## src/hdl/caa_defines.svh

```systemverilog
// Offsets, field positions, reset values and widths for the control access arbiter
`ifndef CAA_DEFINES_SVH
`define CAA_DEFINES_SVH

`define CAA_PARAM_AW 16
`define CAA_PARAM_DW 16
`define CAA_OFS_OTHER_CHANNEL_BLOCK 16'h013c
`define CAA_OFS_PANEL_BLOCK 16'h3a02
`define CAA_RST_OTHER_CHANNEL_BLOCK 16'h0000
`define CAA_RST_PANEL_BLOCK 16'h0000
`define CAA_BLOCK_BIT 0

`endif

```

## src/hdl/caa_pkg.sv

```systemverilog
// Types shared by the control access arbiter and its mode map
package caa_pkg;

  typedef enum logic [1:0]
  {
    CAA_SRC_PANEL = 2'b00,
    CAA_SRC_TOOL = 2'b01,
    CAA_SRC_FB = 2'b10,
    CAA_SRC_FB2 = 2'b11
  } caa_src_t;

  typedef enum logic [2:0]
  {
    CAA_OWN_NONE = 3'b000,
    CAA_OWN_PANEL = 3'b001,
    CAA_OWN_TOOL = 3'b010,
    CAA_OWN_FB = 3'b011,
    CAA_OWN_FB2 = 3'b100
  } caa_owner_t;

  typedef enum logic [2:0]
  {
    CAA_MODE_JOG = 3'b000,
    CAA_MODE_CURRENT = 3'b001,
    CAA_MODE_SPEED = 3'b010,
    CAA_MODE_GEAR = 3'b011,
    CAA_MODE_PROF_POS = 3'b100,
    CAA_MODE_PROF_VEL = 3'b101,
    CAA_MODE_HOMING = 3'b110,
    CAA_MODE_NONE = 3'b111
  } caa_mode_t;

  typedef enum logic [1:0]
  {
    CAA_LOOP_NONE = 2'b00,
    CAA_LOOP_CURRENT = 2'b01,
    CAA_LOOP_SPEED = 2'b10,
    CAA_LOOP_POSITION = 2'b11
  } caa_loop_t;

  typedef enum logic [1:0]
  {
    CAA_REF_NONE = 2'b00,
    CAA_REF_FIELDBUS = 2'b01,
    CAA_REF_PANEL = 2'b10,
    CAA_REF_PULSE_INPUTS = 2'b11
  } caa_ref_t;

endpackage

```

## src/hdl/caa_mode_map.sv

```systemverilog
// Operating mode to control loop, profile generator and reference source
`timescale 1ns/1ps

module caa_mode_map
  import caa_pkg::*;
(
  input wire logic i_clk,
  input wire logic i_rst_n,
  input caa_pkg::caa_mode_t i_mode,
  input wire logic i_fieldbus_mode,
  input wire logic i_panel_owns,
  output caa_pkg::caa_loop_t o_loop,
  output logic o_profile_gen,
  output caa_pkg::caa_ref_t o_ref_src
);
  import caa_pkg::*;

  caa_loop_t loop_r;
  caa_loop_t loop_nxt;
  logic prof_r;
  logic prof_nxt;
  caa_ref_t ref_r;
  caa_ref_t ref_nxt;

  always_comb
  begin
    loop_nxt = CAA_LOOP_NONE;
    prof_nxt = 1'b0;
    ref_nxt = CAA_REF_NONE;
    case (i_mode)
      CAA_MODE_CURRENT:
      begin
        loop_nxt = CAA_LOOP_CURRENT;
      end
      CAA_MODE_SPEED:
      begin
        loop_nxt = CAA_LOOP_SPEED;
      end
      CAA_MODE_GEAR:
      begin
        loop_nxt = CAA_LOOP_POSITION;
      end
      CAA_MODE_JOG, CAA_MODE_PROF_POS, CAA_MODE_PROF_VEL, CAA_MODE_HOMING:
      begin
        loop_nxt = CAA_LOOP_POSITION;
        prof_nxt = 1'b1;
      end
      default:
      begin
        loop_nxt = CAA_LOOP_NONE;
      end
    endcase
    // Source table only defined for fieldbus control mode
    if (i_fieldbus_mode && (i_mode != CAA_MODE_NONE))
    begin
      if (i_mode == CAA_MODE_JOG)
      begin
        ref_nxt = i_panel_owns ? CAA_REF_PANEL : CAA_REF_FIELDBUS;
      end
      else if (i_mode == CAA_MODE_GEAR)
      begin
        ref_nxt = CAA_REF_PULSE_INPUTS;
      end
      else
      begin
        ref_nxt = CAA_REF_FIELDBUS;
      end
    end
  end

  always_ff @(posedge i_clk or negedge i_rst_n)
  begin
    if (!i_rst_n)
    begin
      loop_r <= CAA_LOOP_NONE;
      prof_r <= 1'b0;
      ref_r <= CAA_REF_NONE;
    end
    else
    begin
      loop_r <= loop_nxt;
      prof_r <= prof_nxt;
      ref_r <= ref_nxt;
    end
  end

  assign o_loop = loop_r;
  assign o_profile_gen = prof_r;
  assign o_ref_src = ref_r;

endmodule // caa_mode_map

```

## src/hdl/caa_arbiter.sv

```systemverilog
// Control access arbiter: channel ownership, lock parameters and safety input pass-through
`timescale 1ns/1ps
`include "caa_defines.svh"

module caa_arbiter
  import caa_pkg::*;
(
  input wire logic i_clk,
  input wire logic i_rst_n,
  input wire logic i_fieldbus_mode,
  input wire logic i_acq_valid,
  input caa_pkg::caa_src_t i_acq_src,
  input wire logic i_rel_valid,
  input caa_pkg::caa_src_t i_rel_src,
  input wire logic i_cmd_valid,
  input caa_pkg::caa_src_t i_cmd_src,
  input wire logic i_cmd_write,
  input wire logic [`CAA_PARAM_AW-1:0] i_cmd_addr,
  input wire logic [`CAA_PARAM_DW-1:0] i_cmd_wdata,
  input caa_pkg::caa_mode_t i_mode,
  input wire logic i_halt,
  input wire logic i_power_removal_in_first,
  input wire logic i_power_removal_in_second,
  input wire logic i_stop,
  output logic o_acq_grant,
  output logic o_acq_refused,
  output logic o_cmd_ack,
  output logic o_cmd_refused,
  output logic [`CAA_PARAM_DW-1:0] o_cmd_rdata,
  output logic o_fwd_valid,
  output logic [`CAA_PARAM_AW-1:0] o_fwd_addr,
  output logic [`CAA_PARAM_DW-1:0] o_fwd_wdata,
  output caa_pkg::caa_owner_t o_owner,
  output logic o_lock_active,
  output logic [`CAA_PARAM_DW-1:0] o_other_channel_block,
  output logic [`CAA_PARAM_DW-1:0] o_panel_block,
  output logic o_halt,
  output logic o_power_removal,
  output logic o_stop,
  output caa_pkg::caa_loop_t o_loop,
  output logic o_profile_gen,
  output caa_pkg::caa_ref_t o_ref_src
);
  import caa_pkg::*;

  localparam int DW = `CAA_PARAM_DW;
  localparam int AW = `CAA_PARAM_AW;

  function automatic caa_owner_t src_to_owner(input caa_src_t src);
    case (src)
      CAA_SRC_PANEL: src_to_owner = CAA_OWN_PANEL;
      CAA_SRC_TOOL: src_to_owner = CAA_OWN_TOOL;
      CAA_SRC_FB: src_to_owner = CAA_OWN_FB;
      default: src_to_owner = CAA_OWN_FB2;
    endcase
  endfunction

  // Shared gate for acquires and control writes
  function automatic logic src_blocked(input caa_src_t src, input caa_owner_t own,
    input logic lock, input logic panel_lk);
    logic blk;
    blk = 1'b0;
    if (lock && (src != CAA_SRC_FB))
    begin
      blk = 1'b1;
    end
    if ((own != CAA_OWN_NONE) && (own != src_to_owner(src)))
    begin
      blk = 1'b1;
    end
    if ((src == CAA_SRC_PANEL) && panel_lk)
    begin
      blk = 1'b1;
    end
    src_blocked = blk;
  endfunction

  // Register select shared by reads and writes
  function automatic logic [1:0] reg_sel(input logic [AW-1:0] addr);
    logic [1:0] sel;
    sel = 2'h0;
    if (addr == `CAA_OFS_OTHER_CHANNEL_BLOCK)
    begin
      sel = 2'h1;
    end
    else if (addr == `CAA_OFS_PANEL_BLOCK)
    begin
      sel = 2'h2;
    end
    reg_sel = sel;
  endfunction

  caa_owner_t owner_r;
  caa_owner_t owner_nxt;
  logic [DW-1:0] ocb_r;
  logic [DW-1:0] ocb_nxt;
  logic [DW-1:0] pb_r;
  logic [DW-1:0] pb_nxt;
  logic acq_grant_r;
  logic acq_grant_nxt;
  logic acq_ref_r;
  logic acq_ref_nxt;
  logic ack_r;
  logic ack_nxt;
  logic cref_r;
  logic cref_nxt;
  logic [DW-1:0] rdata_r;
  logic [DW-1:0] rdata_nxt;
  logic fwd_v_r;
  logic fwd_v_nxt;
  logic [AW-1:0] fwd_a_r;
  logic [AW-1:0] fwd_a_nxt;
  logic [DW-1:0] fwd_d_r;
  logic [DW-1:0] fwd_d_nxt;
  logic halt_r;
  logic pwr_r;
  logic stop_r;
  logic lock_active;
  logic panel_locked;
  caa_owner_t own_after_rel;

  // Lock only counts while the device runs under fieldbus control
  assign lock_active = ocb_r[`CAA_BLOCK_BIT] && i_fieldbus_mode;
  assign panel_locked = pb_r[`CAA_BLOCK_BIT];

  always_comb
  begin
    owner_nxt = owner_r;
    acq_grant_nxt = 1'b0;
    acq_ref_nxt = 1'b0;
    own_after_rel = owner_r;
    // Release by the holder ends its function
    if (i_rel_valid && (src_to_owner(i_rel_src) == owner_r))
    begin
      own_after_rel = CAA_OWN_NONE;
    end
    owner_nxt = own_after_rel;
    if (i_acq_valid)
    begin
      if (src_blocked(i_acq_src, owner_r, lock_active, panel_locked))
      begin
        acq_ref_nxt = 1'b1;
      end
      else
      begin
        owner_nxt = src_to_owner(i_acq_src);
        acq_grant_nxt = 1'b1;
      end
    end
    // Owner blocked by a new lock loses access
    if (lock_active && (owner_nxt != CAA_OWN_NONE) && (owner_nxt != CAA_OWN_FB))
    begin
      owner_nxt = CAA_OWN_NONE;
    end
  end

  always_comb
  begin
    ocb_nxt = ocb_r;
    pb_nxt = pb_r;
    ack_nxt = 1'b0;
    cref_nxt = 1'b0;
    rdata_nxt = rdata_r;
    fwd_v_nxt = 1'b0;
    fwd_a_nxt = fwd_a_r;
    fwd_d_nxt = fwd_d_r;
    if (i_cmd_valid && !i_cmd_write)
    begin
      // Monitoring reads are never refused
      ack_nxt = 1'b1;
      if (reg_sel(i_cmd_addr) == 2'h1)
      begin
        rdata_nxt = ocb_r;
      end
      else if (reg_sel(i_cmd_addr) == 2'h2)
      begin
        rdata_nxt = pb_r;
      end
      else
      begin
        rdata_nxt = '0;
      end
    end
    else if (i_cmd_valid)
    begin
      if (src_blocked(i_cmd_src, owner_r, lock_active, panel_locked))
      begin
        cref_nxt = 1'b1;
      end
      else if (reg_sel(i_cmd_addr) == 2'h1)
      begin
        // Only a fieldbus may set or clear the exclusive lock
        if ((i_cmd_src == CAA_SRC_FB) || (i_cmd_src == CAA_SRC_FB2))
        begin
          ocb_nxt = i_cmd_wdata;
          ack_nxt = 1'b1;
        end
        else
        begin
          cref_nxt = 1'b1;
        end
      end
      else if (reg_sel(i_cmd_addr) == 2'h2)
      begin
        pb_nxt = i_cmd_wdata;
        ack_nxt = 1'b1;
      end
      else
      begin
        ack_nxt = 1'b1;
        fwd_v_nxt = 1'b1;
        fwd_a_nxt = i_cmd_addr;
        fwd_d_nxt = i_cmd_wdata;
      end
    end
  end

  always_ff @(posedge i_clk or negedge i_rst_n)
  begin
    if (!i_rst_n)
    begin
      owner_r <= CAA_OWN_NONE;
      ocb_r <= `CAA_RST_OTHER_CHANNEL_BLOCK;
      pb_r <= `CAA_RST_PANEL_BLOCK;
      acq_grant_r <= 1'b0;
      acq_ref_r <= 1'b0;
      ack_r <= 1'b0;
      cref_r <= 1'b0;
      rdata_r <= '0;
      fwd_v_r <= 1'b0;
      fwd_a_r <= '0;
      fwd_d_r <= '0;
    end
    else
    begin
      owner_r <= owner_nxt;
      ocb_r <= ocb_nxt;
      pb_r <= pb_nxt;
      acq_grant_r <= acq_grant_nxt;
      acq_ref_r <= acq_ref_nxt;
      ack_r <= ack_nxt;
      cref_r <= cref_nxt;
      rdata_r <= rdata_nxt;
      fwd_v_r <= fwd_v_nxt;
      fwd_a_r <= fwd_a_nxt;
      fwd_d_r <= fwd_d_nxt;
    end
  end

  // Safety inputs bypass ownership and locks entirely
  always_ff @(posedge i_clk or negedge i_rst_n)
  begin
    if (!i_rst_n)
    begin
      halt_r <= 1'b0;
      pwr_r <= 1'b0;
      stop_r <= 1'b0;
    end
    else
    begin
      halt_r <= i_halt;
      pwr_r <= i_power_removal_in_first | i_power_removal_in_second;
      stop_r <= i_stop;
    end
  end

  caa_mode_map u_mode_map
  (
    .i_clk(i_clk),
    .i_rst_n(i_rst_n),
    .i_mode(i_mode),
    .i_fieldbus_mode(i_fieldbus_mode),
    .i_panel_owns(owner_r == CAA_OWN_PANEL),
    .o_loop(o_loop),
    .o_profile_gen(o_profile_gen),
    .o_ref_src(o_ref_src)
  );

  assign o_acq_grant = acq_grant_r;
  assign o_acq_refused = acq_ref_r;
  assign o_cmd_ack = ack_r;
  assign o_cmd_refused = cref_r;
  assign o_cmd_rdata = rdata_r;
  assign o_fwd_valid = fwd_v_r;
  assign o_fwd_addr = fwd_a_r;
  assign o_fwd_wdata = fwd_d_r;
  assign o_owner = owner_r;
  assign o_lock_active = lock_active;
  assign o_other_channel_block = ocb_r;
  assign o_panel_block = pb_r;
  assign o_halt = halt_r;
  assign o_power_removal = pwr_r;
  assign o_stop = stop_r;

endmodule // caa_arbiter

```

## config.mk

```make
export PLATFORM = sky130hd
export DESIGN_NAME = caa_arbiter
export DESIGN_NICKNAME = d
export VERILOG_FILES = /design/src/hdl/caa_pkg.sv /design/src/hdl/caa_mode_map.sv /design/src/hdl/caa_arbiter.sv
export VERILOG_INCLUDE_DIRS = /design/src /design/src/hdl
export SDC_FILE = /design/constraint.sdc
export NUM_CORES = 1
export LEC_CHECK = 0
export BUFFER_PORTS_ARGS = -buffer_cell sky130_fd_sc_hd__buf_2
export CAP_MARGIN = 25
export CELL_PAD_IN_SITES_DETAIL_PLACEMENT = 1
export CELL_PAD_IN_SITES_GLOBAL_PLACEMENT = 2
export CORE_ASPECT_RATIO = 1.75
export CORE_UTILIZATION = 33
export CTS_BUF_LIST = sky130_fd_sc_hd__clkbuf_4 sky130_fd_sc_hd__clkbuf_8
export DETAILED_ROUTE_END_ITERATION = 8
export GPL_TIMING_DRIVEN = 0
export PLACE_DENSITY_LB_ADDON = 0.1
export SLEW_MARGIN = 10
export SYNTH_ARGS = -nofsm -noshare
export SYNTH_HDL_FRONTEND = slang
export SYNTH_SLANG_ARGS = --single-unit
```

## constraint.sdc

```tcl
create_clock -name i_clk -period 3.16 [get_ports i_clk]
set_input_delay 0.474 -clock i_clk [delete_from_list [all_inputs] [get_ports i_clk]]
set_output_delay 0.474 -clock i_clk [all_outputs]
set_load 0.01 [all_outputs]
```

==> impl_results.md <==
* Status: complete, no violations
* Total power at ~3.4 mW
* Met1 Use GR at 18.9%
* Post-layout min period at 2.84 ns
* First-pass GRT wire length at roughly 17000 µm
* FMAX at 0.352 GHz
* CTS H-tree depth at 3
* Asr flop ratio synth at 100%
* Avg Cell Area, Syn at 13.0 µm²
* Library cells used by synthesis at 38
* Critical Path RT at 3.41 ns
* Crit path to: o_fwd_wdata[1]
* Critical Path End Type: flop
* N_diodes at 0
* Hold Vio Cnt, Final at 0
* # Max-Cap Violations at 0
* Starting Density at about 34%
* M3 GR Usage at just over 4%
* Synth warn at 0
* Final Max Tran Viols at 0
* Vias in the first global route at 3340
* Min-delay worst type: input port to async pin
* Routed wire length at 10900 µm
* Main synth FF type: dfrtp_1
* # rows at 53
* Number of synthesized flops with an enable pin at 0
* Post-synthesis sequential element count at 96
* Die extent in y at 150 µm
* Synth Net Count at 380
* # placed instances at between 600 and 700
* Clock Sink Count at 96
* # Post-CTS Setup Buffers at 0
* Iteration-0 DRC Markers at 58
* Clk pin slew, worst setup/hold paths at 0.10 ns
* Ports at 149
* Cell area after synthesis at 0.00414 mm²
* Worst Setup SP: o_owner[0]
* Critical R2R Launch: o_owner[0]
* Vias/cell at 4.74
* Post-route ant nets at 0
* Top cell type by total area after synthesis: dfrtp_1
* Clk_skew at about 0.010 ns
* R2R depth at 7
* CTS Hold Buffers Added at 0
* Initial antenna violation count at 0
* Max FO, Critical Path at 10
* Critical path startpoint category: flop
* Post_cts resized at 0
* PortBufs at 148
* Power Density at between 600 and 700 mW/mm²
* Largest net degree at the start of global routing at between 50 and 60
* Seq/Total Area, Yosys at between 50 and 60%
* Worst EP arrival at 3.09 ns
* Share of the synthesized area in the top cell type at between 50 and 60%
* Vias at ~3k
* Non-filler cells in the finished layout at between 600 and 700
* Hpwl dp at ~8600 µm
* Least-Margin Pin Slew at 0.708 ns
* Final setup fails at 0
* TritonCTS buffer count at 9
* GP Congestion at 0.749
* P&R area growth vs syn at 28.1%
* Die area at 0.0130 mm²
* Root Driver: clkbuf_8
* WL/cell at 16.7 µm
* Core box area at 0.0121 mm²
* Reg2reg end: o_fwd_wdata[1]
* DRT Pass-1 Iters at 3
* Synthesized instance count at 319
* Unrepaired setup endpoints after global routing: no
* Maximum vdd drop at 255 µV
* Most used routing layer: met2
* Static Leak at roughly 2.7 nW
* GR Layer Usage met2 at 34.6%
* CTS tree: yes
* Overflow left after global routing at 0
* Tcrit/Tclk final at between 80% and 90%
* Clock Latency Late Sink at 0.36 ns
* Reg-to-reg slack, setup at 0.32 ns
* Slew margin rel. at 52.8%
* Layout cells sized above 1 at 48.9%
* Setup CP Type: flop to flop
* Die W at 86.6 µm
* Nets at 541
* DR DRC count at 0
* Area contributors post-synth: dfrtp_1, mux2_2, mux2_4
* Clk buf depth at 2
* GRT Total Usage at 18.0%
[cells by family after synthesis]
| group | count (synthesis) | synth area share, % |
|---|---|---|
| multiplexers | 64 | 18.3 |
| AND/OR/NAND/NOR | 60 | 7.08 |
| XOR/XNOR | 10 | 2.12 |
| adder cells (fa/ha/maj) | 9 | 2.72 |
| buffers and inverters | 22 | 2.48 |
| flip-flops | 96 | 58.1 |
| AO/OA/AOI/OAI | 58 | 9.20 |
[final cells by class]
class	count	area [µm²]
fillers	1375	6840
flip-flops and latches	96	2400
multi-input cells	201	1630
repair buffers	150	778
well taps	165	206
clock buffers	11	139
plain buffers	14	72.6
clock inverters	5	40.0
inverters	8	30.0
[cells in the mapped netlist, types with 2 or more instances]
| cell | number |
|---|---|
| or2_2 | 2 |
| a21boi_0 | 3 |
| nand4_1 | 3 |
| o221ai_1 | 2 |
| o211ai_1 | 5 |
| dfrtp_1 | 96 |
| ha_1 | 9 |
| nor2_1 | 9 |
| nor2b_1 | 2 |
| o21ai_0 | 19 |
| nand2b_1 | 3 |
| a21oi_1 | 5 |
| mux2_2 | 54 |
| nand2_1 | 29 |
| xnor2_1 | 10 |
| mux2_4 | 10 |
| o21bai_1 | 2 |
| nor4_1 | 3 |
| inv_1 | 8 |
| a22oi_1 | 16 |
| nor3_1 | 2 |
| clkbuf_1 | 11 |
[flip-flops by register name, summed over array words and instances, names as in the netlist, 2 cells and up]
name	cells
o_fwd_addr	16
o_cmd_rdata	16
u_mode_map.o_loop	2
o_owner	3
o_fwd_wdata	16
o_other_channel_block	16
u_mode_map.o_ref_src	2
o_panel_block	16
[critical path: stages (launching register included)]
cell and delay, ns:
dfrtp_1 0.39, clkbuf_1 0.23, nor3_1 0.37, a41o_1 0.17
o211ai_1 0.13, nor2_1 0.43, clkbuf_1 0.60, mux2_2 0.41
[how the worst min path moves through the flow]
stage                           end  cells after the start       startpoint  slack (ns)
floorplan               o_acq_grant                      0          i_rst_n        0.18
global placement    o_cmd_rdata[10]                      2  o_cmd_rdata[10]        0.46
detailed placement   o_cmd_rdata[1]                      2   o_cmd_rdata[1]        0.46
CTS                  o_fwd_wdata[9]                      1          i_rst_n        0.08
global route         o_fwd_wdata[9]                      1          i_rst_n        0.11
finish               o_fwd_wdata[9]                      1          i_rst_n        0.08
[metal layers]
layer  part of all wire [%]  routed length [µm]
met2                     58                6290
met3                    4.0                 431
met5                      0                   0
met4                    1.3                 140
met1                     37                4000
[cell usage in the layout (no fill, tap or decap), types with 3 or more instances in the layout]
master	count
nand2b_1	3
mux2_4	10
clkinvlp_4	3
ha_1	9
nor2_1	9
clkbuf_8	9
o21ai_0	19
dfrtp_1	96
nand2_1	29
clkbuf_1	11
a21boi_0	3
nor4_1	3
xnor2_1	10
buf_2	148
nand4_1	3
a22oi_1	16
inv_1	8
o211ai_1	5
a21oi_1	5
mux2_2	54
[power by group]
part           leakage (nW)  total, mW  switching, mW  internal (mW)
Clock                0.0834      0.746          0.436          0.310
Sequential             1.24       1.58          0.101           1.48
Combinational          1.35       1.03          0.529          0.500
[metrics by stage]
step                      setup WS, ns  hold WS, ns  setup TNS, ns  util, %  cell area (µm²)
after global placement          -0.186        0.458          -1.84     41.9             5080
after CTS                        0.243       0.0828              0     43.7             5300
after global routing            0.0778        0.108              0     43.7             5300
after detailed placement       -0.0213        0.465        -0.0213     42.2             5120
final                            0.319       0.0837              0     43.7             5300
after floorplan                  0.533        0.178              0        -             4140
Power figures use the tool's default switching activity.
